--- config.mk ---
export PLATFORM = sky130hd
export DESIGN_NAME = unified_memory_map_decoder
export DESIGN_NICKNAME = d
export VERILOG_FILES = /design/src/memory_map_pkg.sv /design/src/unified_memory_map_decoder.sv
export SDC_FILE = /design/constraint.sdc
export NUM_CORES = 1
export LEC_CHECK = 0
export BUFFER_PORTS_ARGS = -buffer_cell sky130_fd_sc_hd__buf_4
export CORE_ASPECT_RATIO = 0.8
export CORE_MARGIN = 1.5
export CORE_UTILIZATION = 40
export CTS_BUF_LIST = sky130_fd_sc_hd__clkbuf_8
export CTS_CLUSTER_DIAMETER = 100
export DETAILED_ROUTE_END_ITERATION = 10
export GPL_TIMING_DRIVEN = 0
export PLACE_DENSITY_LB_ADDON = 0.08
export SYNTH_ARGS = -nofsm -noshare
export SYNTH_HDL_FRONTEND = slang
export SYNTH_SLANG_ARGS = --single-unit
--- constraint.sdc ---
create_clock -name i_sys_clk -period 2.3 [get_ports i_sys_clk]
set_input_delay 0.23 -clock i_sys_clk [delete_from_list [all_inputs] [get_ports i_sys_clk]]
set_output_delay 0.23 -clock i_sys_clk [all_outputs]
set_load 0.02 [all_outputs]
--- src/memory_map_pkg.sv ---
// Constants and types shared by the memory map decoder
package memory_map_pkg;
   // Control and status register offsets, field bits and reset values
   localparam logic [3:0]  CTRL_OFFSET       = 4'h0;
   localparam logic [3:0]  STATUS_OFFSET     = 4'h1;
   localparam int          UPPER_EN_BIT      = 0;
   localparam int          PAGE_SEL_LSB      = 1;
   localparam int          WIDTH0_BIT        = 3;
   localparam int          WIDTH1_BIT        = 4;
   localparam logic        UPPER_EN_RESET    = 1'b0;
   localparam logic [1:0]  PAGE_SEL_RESET    = 2'h0;
   localparam logic        WIDTH_RESET       = 1'b1;

   // Program space layout, word addresses
   localparam logic [15:0] USER_CODE_FIRST   = 16'h0000;
   localparam logic [15:0] USER_CODE_LAST    = 16'h7fff;
   localparam logic [15:0] ROM_FETCH_BASE    = 16'h8000;
   localparam logic [15:0] SRAM_FETCH_BASE   = 16'ha000;

   // Data space layout
   localparam logic [15:0] DATA_UPPER_BASE   = 16'h8000;
   localparam logic [15:0] DATA_ROM_BASE     = 16'h8000;
   localparam logic [15:0] PAGE_BASE_ROMEXEC = 16'h8000;
   localparam logic [15:0] PAGE_BASE_RAMEXEC = 16'h0000;

   // Physical segment sizes
   localparam int          PAGE_AW           = 14;
   localparam int          ROM_AW            = 13;
   localparam int          SRAM_AW           = 14;

   typedef enum logic [1:0] {
      SEG_USER,
      SEG_ROM,
      SEG_SRAM
   } seg_t;

   localparam seg_t        EXEC_SEG_RESET    = SEG_ROM;

   // Result of one address decode
   typedef struct packed {
      seg_t        seg;
      logic [15:0] word_addr;
      logic        byte_mode;
      logic        lane;
   } route_t;

   // Read in flight, waiting for memory data
   typedef struct packed {
      logic        valid;
      seg_t        seg;
      logic        byte_mode;
      logic        lane;
   } pend_t;
endpackage : memory_map_pkg

--- src/unified_memory_map_decoder.sv ---
// Pseudo-Von Neumann memory map decoder with byte-lane steering
//
// Summary of operation
// - Program words 0000h-7FFFh are user code, then utility ROM, then data memory.
// - Physical program memory is four consecutive 16k-word pages.
// - Pages two and three execute only with upper page enable set, in upper half.
// - With upper page enable set, ROM and data memory cannot be fetched.
// - Code page select picks one page in byte mode, a page pair in word mode.
// - Byte mode maps one page into data space; word mode maps two pages.
// - Executing from ROM, selected pages read as data from 8000h.
// - Executing from data memory, pages appear at 0000h and ROM at 8000h.
// - From lower pages with upper enable clear, data memory fetches at A000h.
// - From lower pages, data reads from 8000h return ROM contents.
// - ROM or data memory execution is possible only with upper enable clear.
// - The segment supplying fetches is never accessed as data at once.
// - From data memory, flow passes freely between lower pages and ROM.
// - Loads and stores below 8000h reach data memory unless data memory is the executing segment.
// - Each pointer width select resets to one, word mode.
// - Data memory is two byte banks, common word address; reads return words.
// - Byte reads address the word without pointer bit 0, which picks the byte.
// - Byte writes enable only the bank chosen by pointer bit 0.
// - Every fetch delivers the full 16-bit word.
// - All sixteen pointer bits decode for pages and byte-mode SRAM; ROM ignores bit 14 (and 13 in word mode), word-mode SRAM bit 14.
//
// The plain strobed port and the register addresses were chosen for this implementation.
`timescale 1ns/100ps
module unified_memory_map_decoder (
   input  wire logic        i_sys_clk,
   input  wire logic        i_rstn,
   // Control register port
   input  wire logic [3:0]  i_reg_addr,
   input  wire logic [15:0] i_reg_wdata,
   input  wire logic        i_reg_wr,
   input  wire logic        i_reg_rd,
   output logic      [15:0] o_reg_rdata,
   // Instruction fetch
   input  wire logic        i_fetch_req,
   input  wire logic [15:0] i_fetch_addr,
   output logic             o_fetch_valid,
   output logic      [15:0] o_fetch_word,
   // Data pointer access
   input  wire logic        i_data_rd,
   input  wire logic        i_data_wr,
   input  wire logic        i_data_ptr,
   input  wire logic [15:0] i_data_addr,
   input  wire logic [15:0] i_data_wdata,
   output logic             o_data_valid,
   output logic      [15:0] o_data_rdata,
   // Program memory port
   output logic             o_prog_rd,
   output logic      [15:0] o_prog_addr,
   input  wire logic [15:0] i_prog_rdata,
   // Utility ROM port
   output logic             o_rom_rd,
   output logic      [12:0] o_rom_addr,
   input  wire logic [15:0] i_rom_rdata,
   // Data SRAM port, two byte banks
   output logic             o_sram_rd,
   output logic      [13:0] o_sram_addr,
   output logic             o_sram_we_lo,
   output logic             o_sram_we_hi,
   output logic      [15:0] o_sram_wdata,
   input  wire logic [15:0] i_sram_rdata
);

   logic                       upper_page_exec_enable;
   logic [1:0]                 code_page_select;
   logic [1:0]                 pointer_width_select;
   memory_map_pkg::seg_t       exec_seg;
   memory_map_pkg::seg_t       cur_exec;
   memory_map_pkg::route_t     f_route;
   memory_map_pkg::route_t     d_route;
   memory_map_pkg::pend_t      f_pend;
   memory_map_pkg::pend_t      d_pend;
   logic                       data_req;
   logic                       wide;
   logic                       next_prog_rd;
   logic                       next_rom_rd;
   logic                       next_sram_rd;
   logic                       next_we_lo;
   logic                       next_we_hi;
   logic [15:0]                next_prog_addr;
   logic [15:0]                next_rom_addr;
   logic [15:0]                next_sram_addr;
   logic [15:0]                d_word;

   // Word seen by a pending read, chosen by its source segment
   function automatic logic [15:0] pick_word(input memory_map_pkg::seg_t seg,
                                             input logic [15:0] prog,
                                             input logic [15:0] rom,
                                             input logic [15:0] sram);
      logic [15:0] w;
      w = prog;
      case (seg)
         memory_map_pkg::SEG_ROM:  w = rom;
         memory_map_pkg::SEG_SRAM: w = sram;
         default:                  w = prog;
      endcase
      return w;
   endfunction : pick_word

   // Offset into a window, folded to a word address in byte mode
   function automatic memory_map_pkg::route_t window(input memory_map_pkg::seg_t seg,
                                                     input logic [15:0] addr,
                                                     input logic [15:0] base,
                                                     input logic        wd);
      memory_map_pkg::route_t r;
      logic [15:0]            off;
      off         = addr - base;
      r.seg       = seg;
      r.byte_mode = ~wd;
      r.lane      = off[0] & ~wd;
      r.word_addr = wd ? off : {1'b0, off[15:1]};
      return r;
   endfunction : window

   always_comb begin
      f_route = '0;
      if (i_fetch_addr <= memory_map_pkg::USER_CODE_LAST) begin
         f_route.seg       = memory_map_pkg::SEG_USER;
         f_route.word_addr = i_fetch_addr - memory_map_pkg::USER_CODE_FIRST;
      end else if (upper_page_exec_enable) begin
         f_route.seg       = memory_map_pkg::SEG_USER;
         f_route.word_addr = i_fetch_addr;
      end else if (i_fetch_addr >= memory_map_pkg::SRAM_FETCH_BASE) begin
         f_route.seg       = memory_map_pkg::SEG_SRAM;
         f_route.word_addr = i_fetch_addr - memory_map_pkg::SRAM_FETCH_BASE;
      end else begin
         f_route.seg       = memory_map_pkg::SEG_ROM;
         f_route.word_addr = i_fetch_addr - memory_map_pkg::ROM_FETCH_BASE;
      end
   end

   // A fetch in the same cycle moves the execution segment first, so data never
   // lands on the segment that is fetching.
   assign cur_exec = i_fetch_req ? f_route.seg : exec_seg;
   assign data_req = i_data_rd | i_data_wr;
   assign wide     = pointer_width_select[i_data_ptr];

   always_comb begin
      d_route = '0;
      if (i_data_addr >= memory_map_pkg::DATA_UPPER_BASE) begin
         if (cur_exec == memory_map_pkg::SEG_ROM) begin
            d_route = window(memory_map_pkg::SEG_USER, i_data_addr,
                             memory_map_pkg::PAGE_BASE_ROMEXEC, wide);
         end else begin
            d_route = window(memory_map_pkg::SEG_ROM, i_data_addr,
                             memory_map_pkg::DATA_ROM_BASE, wide);
         end
      end else if (cur_exec == memory_map_pkg::SEG_SRAM) begin
         d_route = window(memory_map_pkg::SEG_USER, i_data_addr,
                          memory_map_pkg::PAGE_BASE_RAMEXEC, wide);
      end else begin
         d_route = window(memory_map_pkg::SEG_SRAM, i_data_addr,
                          16'h0000, wide);
      end
      if (d_route.seg == memory_map_pkg::SEG_USER) begin
         if (wide) begin
            d_route.word_addr = {code_page_select[1], d_route.word_addr[14:0]};
         end else begin
            d_route.word_addr = {code_page_select, d_route.word_addr[13:0]};
         end
      end
   end

   // Fetch and data never target the same memory, so each port sees at most one
   always_comb begin
      next_prog_rd   = 1'b0;
      next_rom_rd    = 1'b0;
      next_sram_rd   = 1'b0;
      next_we_lo     = 1'b0;
      next_we_hi     = 1'b0;
      next_prog_addr = d_route.word_addr;
      next_rom_addr  = d_route.word_addr;
      next_sram_addr = d_route.word_addr;
      if (i_data_rd) begin
         case (d_route.seg)
            memory_map_pkg::SEG_ROM:  next_rom_rd  = 1'b1;
            memory_map_pkg::SEG_SRAM: next_sram_rd = 1'b1;
            default:                  next_prog_rd = 1'b1;
         endcase
      end
      // Only data SRAM is writable from the pointers
      if (i_data_wr && d_route.seg == memory_map_pkg::SEG_SRAM) begin
         next_we_lo = ~d_route.byte_mode | ~d_route.lane;
         next_we_hi = ~d_route.byte_mode | d_route.lane;
      end
      if (i_fetch_req) begin
         case (f_route.seg)
            memory_map_pkg::SEG_ROM: begin
               next_rom_rd   = 1'b1;
               next_rom_addr = f_route.word_addr;
            end
            memory_map_pkg::SEG_SRAM: begin
               next_sram_rd   = 1'b1;
               next_sram_addr = f_route.word_addr;
            end
            default: begin
               next_prog_rd   = 1'b1;
               next_prog_addr = f_route.word_addr;
            end
         endcase
      end
   end

   // Control register
   always_ff @(posedge i_sys_clk or negedge i_rstn) begin
      if (!i_rstn) begin
         upper_page_exec_enable <= memory_map_pkg::UPPER_EN_RESET;
         code_page_select       <= memory_map_pkg::PAGE_SEL_RESET;
         pointer_width_select   <= {2{memory_map_pkg::WIDTH_RESET}};
      end else if (i_reg_wr && i_reg_addr == memory_map_pkg::CTRL_OFFSET) begin
         upper_page_exec_enable <= i_reg_wdata[memory_map_pkg::UPPER_EN_BIT];
         code_page_select       <= i_reg_wdata[memory_map_pkg::PAGE_SEL_LSB +: 2];
         pointer_width_select   <= {i_reg_wdata[memory_map_pkg::WIDTH1_BIT],
                                    i_reg_wdata[memory_map_pkg::WIDTH0_BIT]};
      end
   end

   // Register read, answered in the following cycle
   always_ff @(posedge i_sys_clk or negedge i_rstn) begin
      if (!i_rstn) begin
         o_reg_rdata <= 16'h0000;
      end else if (i_reg_rd) begin
         if (i_reg_addr == memory_map_pkg::CTRL_OFFSET) begin
            o_reg_rdata <= {11'h000, pointer_width_select, code_page_select,
                            upper_page_exec_enable};
         end else if (i_reg_addr == memory_map_pkg::STATUS_OFFSET) begin
            o_reg_rdata <= {14'h0000, exec_seg};
         end else begin
            o_reg_rdata <= 16'h0000;
         end
      end
   end

   // Segment currently supplying instructions
   always_ff @(posedge i_sys_clk or negedge i_rstn) begin
      if (!i_rstn) begin
         exec_seg <= memory_map_pkg::EXEC_SEG_RESET;
      end else if (i_fetch_req) begin
         exec_seg <= f_route.seg;
      end
   end

   // Memory request stage
   always_ff @(posedge i_sys_clk or negedge i_rstn) begin
      if (!i_rstn) begin
         o_prog_rd    <= 1'b0;
         o_rom_rd     <= 1'b0;
         o_sram_rd    <= 1'b0;
         o_sram_we_lo <= 1'b0;
         o_sram_we_hi <= 1'b0;
         o_prog_addr  <= 16'h0000;
         o_rom_addr   <= 13'h0000;
         o_sram_addr  <= 14'h0000;
         o_sram_wdata <= 16'h0000;
      end else begin
         o_prog_rd    <= next_prog_rd;
         o_rom_rd     <= next_rom_rd;
         o_sram_rd    <= next_sram_rd;
         o_sram_we_lo <= next_we_lo;
         o_sram_we_hi <= next_we_hi;
         o_prog_addr  <= next_prog_addr;
         o_rom_addr   <= next_rom_addr[memory_map_pkg::ROM_AW-1:0];
         o_sram_addr  <= next_sram_addr[memory_map_pkg::SRAM_AW-1:0];
         // A byte store drives its byte on both lanes; the enables pick one
         o_sram_wdata <= d_route.byte_mode ? {2{i_data_wdata[7:0]}} : i_data_wdata;
      end
   end

   // Reads in flight
   always_ff @(posedge i_sys_clk or negedge i_rstn) begin
      if (!i_rstn) begin
         f_pend <= '0;
         d_pend <= '0;
      end else begin
         f_pend <= {i_fetch_req, f_route.seg, 1'b0, 1'b0};
         d_pend <= {i_data_rd, d_route.seg, d_route.byte_mode, d_route.lane};
      end
   end

   // Word returned for the pending data read, before byte selection
   assign d_word = pick_word(d_pend.seg, i_prog_rdata, i_rom_rdata, i_sram_rdata);

   // Steering of returned words
   always_ff @(posedge i_sys_clk or negedge i_rstn) begin
      if (!i_rstn) begin
         o_fetch_valid <= 1'b0;
         o_fetch_word  <= 16'h0000;
         o_data_valid  <= 1'b0;
         o_data_rdata  <= 16'h0000;
      end else begin
         o_fetch_valid <= f_pend.valid;
         o_data_valid  <= d_pend.valid;
         if (f_pend.valid) begin
            o_fetch_word <= pick_word(f_pend.seg, i_prog_rdata, i_rom_rdata,
                                      i_sram_rdata);
         end
         if (d_pend.valid) begin
            if (d_pend.byte_mode) begin
               o_data_rdata <= {8'h00, d_pend.lane ? d_word[15:8] : d_word[7:0]};
            end else begin
               o_data_rdata <= d_word;
            end
         end
      end
   end

   logic [15:0] sram_fetch_off;
   assign sram_fetch_off = i_fetch_addr - memory_map_pkg::SRAM_FETCH_BASE;

   AST_USER_LOW: assert property (@(posedge i_sys_clk) disable iff (!i_rstn)
      i_fetch_req && !i_fetch_addr[15] |=> o_prog_rd && o_prog_addr == $past(i_fetch_addr))
      else $error("Lower user fetch not sent to program memory");

   AST_UPPER_PAGES: assert property (@(posedge i_sys_clk) disable iff (!i_rstn)
      i_fetch_req && i_fetch_addr[15] && upper_page_exec_enable
      |=> o_prog_rd && !o_rom_rd && o_prog_addr[15])
      else $error("Upper page fetch misrouted");

   AST_NO_ROM_WITH_UPPER: assert property (@(posedge i_sys_clk) disable iff (!i_rstn)
      i_fetch_req && upper_page_exec_enable && !i_data_rd |=> !o_rom_rd && !o_sram_rd)
      else $error("ROM or SRAM fetched with upper pages enabled");

   AST_SRAM_FETCH: assert property (@(posedge i_sys_clk) disable iff (!i_rstn)
      i_fetch_req && !upper_page_exec_enable && i_fetch_addr >= 16'ha000
      |=> o_sram_rd && o_sram_addr == $past(sram_fetch_off[13:0]))
      else $error("Data memory fetch offset wrong");

   AST_ROM_FETCH: assert property (@(posedge i_sys_clk) disable iff (!i_rstn)
      i_fetch_req && !upper_page_exec_enable && i_fetch_addr[15:13] == 3'h4
      |=> o_rom_rd && o_rom_addr == $past(i_fetch_addr[12:0]))
      else $error("Utility ROM fetch offset wrong");

   AST_WORD_STORE: assert property (@(posedge i_sys_clk) disable iff (!i_rstn)
      i_data_wr && wide && d_route.seg == memory_map_pkg::SEG_SRAM
      |=> o_sram_we_lo && o_sram_we_hi && o_sram_wdata == $past(i_data_wdata))
      else $error("Word store to data memory not issued");

   AST_PAGE_WORD: assert property (@(posedge i_sys_clk) disable iff (!i_rstn)
      i_data_rd && !i_fetch_req && exec_seg == memory_map_pkg::SEG_ROM && wide
      && i_data_addr[15] |=> o_prog_rd && o_prog_addr[15] == $past(code_page_select[1]))
      else $error("Word mode page pair wrong");

   AST_PAGE_BYTE: assert property (@(posedge i_sys_clk) disable iff (!i_rstn)
      i_data_rd && !i_fetch_req && exec_seg == memory_map_pkg::SEG_ROM && !wide
      && i_data_addr[15] |=> o_prog_addr[15:14] == $past(code_page_select))
      else $error("Byte mode page wrong");

   AST_RAMEXEC_MAP: assert property (@(posedge i_sys_clk) disable iff (!i_rstn)
      i_data_rd && !i_fetch_req && exec_seg == memory_map_pkg::SEG_SRAM
      |=> (o_prog_rd != $past(i_data_addr[15])) && (o_rom_rd == $past(i_data_addr[15])))
      else $error("Map while executing from data memory wrong");

   AST_USER_ROM_DATA: assert property (@(posedge i_sys_clk) disable iff (!i_rstn)
      i_data_rd && !i_fetch_req && exec_seg == memory_map_pkg::SEG_USER && i_data_addr[15]
      |=> o_rom_rd)
      else $error("ROM not read as data from lower pages");

   AST_NO_SELF_DATA: assert property (@(posedge i_sys_clk) disable iff (!i_rstn)
      data_req |-> d_route.seg != cur_exec)
      else $error("Executing segment accessed as data");

   AST_BYTE_WRITE: assert property (@(posedge i_sys_clk) disable iff (!i_rstn)
      i_data_wr && !wide && d_route.seg == memory_map_pkg::SEG_SRAM
      |=> (o_sram_we_lo ^ o_sram_we_hi) && o_sram_we_hi == $past(i_data_addr[0]))
      else $error("Byte write enabled wrong bank");

   AST_FETCH_WORD: assert property (@(posedge i_sys_clk) disable iff (!i_rstn)
      i_fetch_req |-> ##2 o_fetch_valid)
      else $error("Fetch word not delivered two cycles later");

   AST_BYTE_READ: assert property (@(posedge i_sys_clk) disable iff (!i_rstn)
      i_data_rd && !wide |-> ##2 o_data_valid && o_data_rdata[15:8] == 8'h00)
      else $error("Byte read not zero extended");

endmodule : unified_memory_map_decoder

==> flow_metrics.tcl <==
set metrics [dict create \
    status "completed" \
    dieHeight_um 107 \
    core_region_area_sq_um 13000 \
    drive_above_1_share_pct 39.6 \
    die_area_sq_um 14200 \
    chipWidth_um 133 \
    layout_commonest_cell "sky130_fd_sc_hd__buf_4" \
    cts_tree "yes" \
    io-pin-count 238 \
    gr_overflow_total 0 \
    initial_core_util_pct 41.5 \
    synth_cell_types 43 \
    final_nets 909 \
    pin_count_of_the_biggest_net_entering_global_routing 79 \
    hpwl_mm 12.2 \
    rows 37 \
    setup_viol 0 \
    clockBufferDepth 2 \
    clock_skew_ns 0.0123 \
    timing.critical_path.required_ns 2.68 \
    final.setup.worst_slack_ns 0.119 \
    netlist_area_sq_um 5400 \
    final.min_clock_period_ns 2.18 \
    worst-slew-pin-transition_ns 0.723 \
    yosys_most_used_dff "sky130_fd_sc_hd__dfrtp_1" \
    asyncSetResetFlopFracSynth_pct 100 \
    clk-insertion-delay-late_ns 0.43 \
    remaining_drcs 0 \
    syn-mean-instance-area_sq_um 10.5 \
    cts.reportedPaths.clkPinSlew_ns 0.08 \
    detailedRoute.firstIterationViolations 509 \
    share_of_the_clock_period_used_by_the_worst_path_pct 94.8 \
    finalHoldViolCount 0 \
    cts_root_buffer "sky130_fd_sc_hd__clkbuf_8" \
    post-cts-setup-buffers 0 \
    p_leak_nw 3.77 \
    via_per_inst 5.18 \
    pre_cts_setup_slack_ns -0.456 \
    finalPower_mw 6.25 \
    wl_mm 16.6 \
    crit_arrival_ns 2.56 \
    grt_pass1_wl_mm 25.8 \
    globalplace.congestion 0.849 \
    cp_max_fo 10 \
    antenna_cells_inserted 0 \
    cts.htree.levels 4 \
    synthCells 517 \
    globalRouteMet2Util_pct 36.1 \
    startpoint_type "flop" \
    placement.io_buffers 214 \
    syn2layout_area_growth_pct 45.3 \
    multiInputGateArea_sq_um 2190 \
    gr-max-usage-layer "met2" \
    worst_path_class_setup "reg -> reg" \
    hold_path_class "in -> reg" \
    edff_count_synth 0 \
    synth_seq_area_share_pct 54.7 \
    cts.sink_count 118 \
    unrepaired_setup_endpoints_after_global_routing "no" \
    layout.cells.most_common_list "sky130_fd_sc_hd__buf_4 (226), sky130_fd_sc_hd__dfrtp_1 (115), sky130_fd_sc_hd__nor2_1 (53)" \
    routedWlPerCell_um 17.2 \
    final.fill_count 1122 \
    groute.layer.met3.usage_pct 7.75 \
    first_global_vias 4952 \
    ir_drop_mv 0.423 \
    synth_seq_cells 118 \
    layout.area.seq_sq_um 2960 \
    fmaxAchievable_mhz 459 \
    timing.slew.headroom_pct 50.8 \
    grt.met1_usage_pct 32.2 \
    drtPass1Iterations 5 \
    worst_setup_path_end_kind "flop" \
    number_of_antenna_violations_at_the_first_check_in_global_routing 0 \
    ys.warnings.count 0 \
    grt.total_usage_pct 23.7 \
    via_count 5003 \
    power-per-cell-area_nw_per_um2 796 \
    numCtsBuffers 17 \
    max-cap-violations 0 \
    drv_slew 0 \
    ant_nets 0 \
]
## cell usage after synthesis (3+ instances only)
library cell	n	share of area, %
sky130_fd_sc_hd__a22oi_1	32	4.4
sky130_fd_sc_hd__o211ai_1	10	1.4
sky130_fd_sc_hd__mux2i_1	17	3.1
sky130_fd_sc_hd__o21a_1	9	1.3
sky130_fd_sc_hd__clkbuf_1	25	1.7
sky130_fd_sc_hd__nand3_1	6	0.56
sky130_fd_sc_hd__nand2_1	43	3.0
sky130_fd_sc_hd__dfstp_2	3	1.5
sky130_fd_sc_hd__ha_1	8	1.9
sky130_fd_sc_hd__buf_4	13	1.8
sky130_fd_sc_hd__inv_1	21	1.5
sky130_fd_sc_hd__o21ai_1	4	0.37
sky130_fd_sc_hd__o21ai_0	29	2.7
sky130_fd_sc_hd__mux2_2	31	6.5
sky130_fd_sc_hd__a21oi_1	50	4.6
sky130_fd_sc_hd__nor2_1	53	3.7
sky130_fd_sc_hd__buf_2	4	0.37
sky130_fd_sc_hd__dfrtp_1	115	53
sky130_fd_sc_hd__o22ai_1	8	0.93
sky130_fd_sc_hd__nand2b_1	5	0.58
sky130_fd_sc_hd__nand4_1	5	0.58
## routing by layer
layer  wire length [um]  up-vias
met5                  0        -
met4                215        0
met3               1720       17
met2               7530      269
met1               7110     2398
li1                   -     2319
## state kept, by name, summed over array words and instances (netlist names), 3 cells and up
register and count:
o_fetch_word 16, f_pend 3, o_rom_addr 13, o_data_rdata 16
d_pend 5, o_reg_rdata 5, o_sram_addr 14, o_prog_addr 16
o_sram_wdata 16
## worst max-delay path: stages, from the launching register on
cell and delay, ns:
sky130_fd_sc_hd__dfrtp_1 0.39, sky130_fd_sc_hd__inv_1 0.06, sky130_fd_sc_hd__ha_1 0.13, sky130_fd_sc_hd__clkbuf_1 0.33, sky130_fd_sc_hd__buf_2 0.31, sky130_fd_sc_hd__a22oi_1 0.12
sky130_fd_sc_hd__o21ai_0 0.37, sky130_fd_sc_hd__nand2_1 0.13, sky130_fd_sc_hd__o211ai_1 0.14, sky130_fd_sc_hd__o21a_1 0.15
## final cells by class
cell class                 count  share of cell area [%]
clock buffer                  17                    2.98
clock inverter                15                    1.88
multi-input combinational    345                    27.9
tap                          175                    2.79
sequential                   118                    37.7
inverter                      21                    1.00
timing repair buffer         231                    22.9
buffer                        43                    2.84
## repair_timing
action                                 CTS  global route
gates resized for setup                  0            14
setup endpoints to repair                0            37
endpoints found under the hold margin   48             5
hold buffers                            11             5
## metrics by stage
step	hold WS, ns	TNS (ns)	utilization [%]	instance area (sq um)	cells
final	0.0304	0	60.3	7850	965
after global routing	0.000149	0	60.3	7850	965
after CTS	0.00275	0	59.9	7790	960
after detailed placement	0.167	-13.75	56.1	7300	917
after global placement	0.346	-12.27	55.9	7270	916
after floorplan	-0.0656	0	-	5440	527
## path summary, 6_finish.rpt
path | end | start | slack (ns) | depth (start not counted)
setup reg to reg | o_data_rdata[2] | d_pend[2] | 0.12 | 9
max in group asynchronous | o_sram_addr[12] | i_rstn | 1.34 | 3
setup / recovery | o_data_rdata[2] | d_pend[2] | 0.12 | 9
min in group asynchronous | o_sram_wdata[10] | i_rstn | 0.26 | 2
hold / removal | pointer_width_select[0] | i_reg_wdata[3] | 0.03 | 2
hold reg to reg | o_data_valid | d_pend[4] | 0.38 | 0
## cells by family (layout without fill, tap and decap cells)
kind of cell	count (synthesis)	in the layout	share of synthesized area, %
compound gates	148	148	16.8
mux	49	49	9.87
simple gates	129	129	11.2
flops	118	118	54.7
other cells	1	11	0.0694
buf+inv	64	327	5.44
fa+ha+maj	8	8	1.85
## power breakdown
part / switching [mW] / total [mW] / leakage (nW) / internal (mW)
Sequential: 0.142 / 2.52 / 1.42 / 2.38
Combinational: 1.07 / 1.90 / 2.17 / 0.831
Clock: 0.949 / 1.83 / 0.185 / 0.878
Total: 2.16 / 6.25 / 3.77 / 4.09
Power figures use the tool's default switching activity.
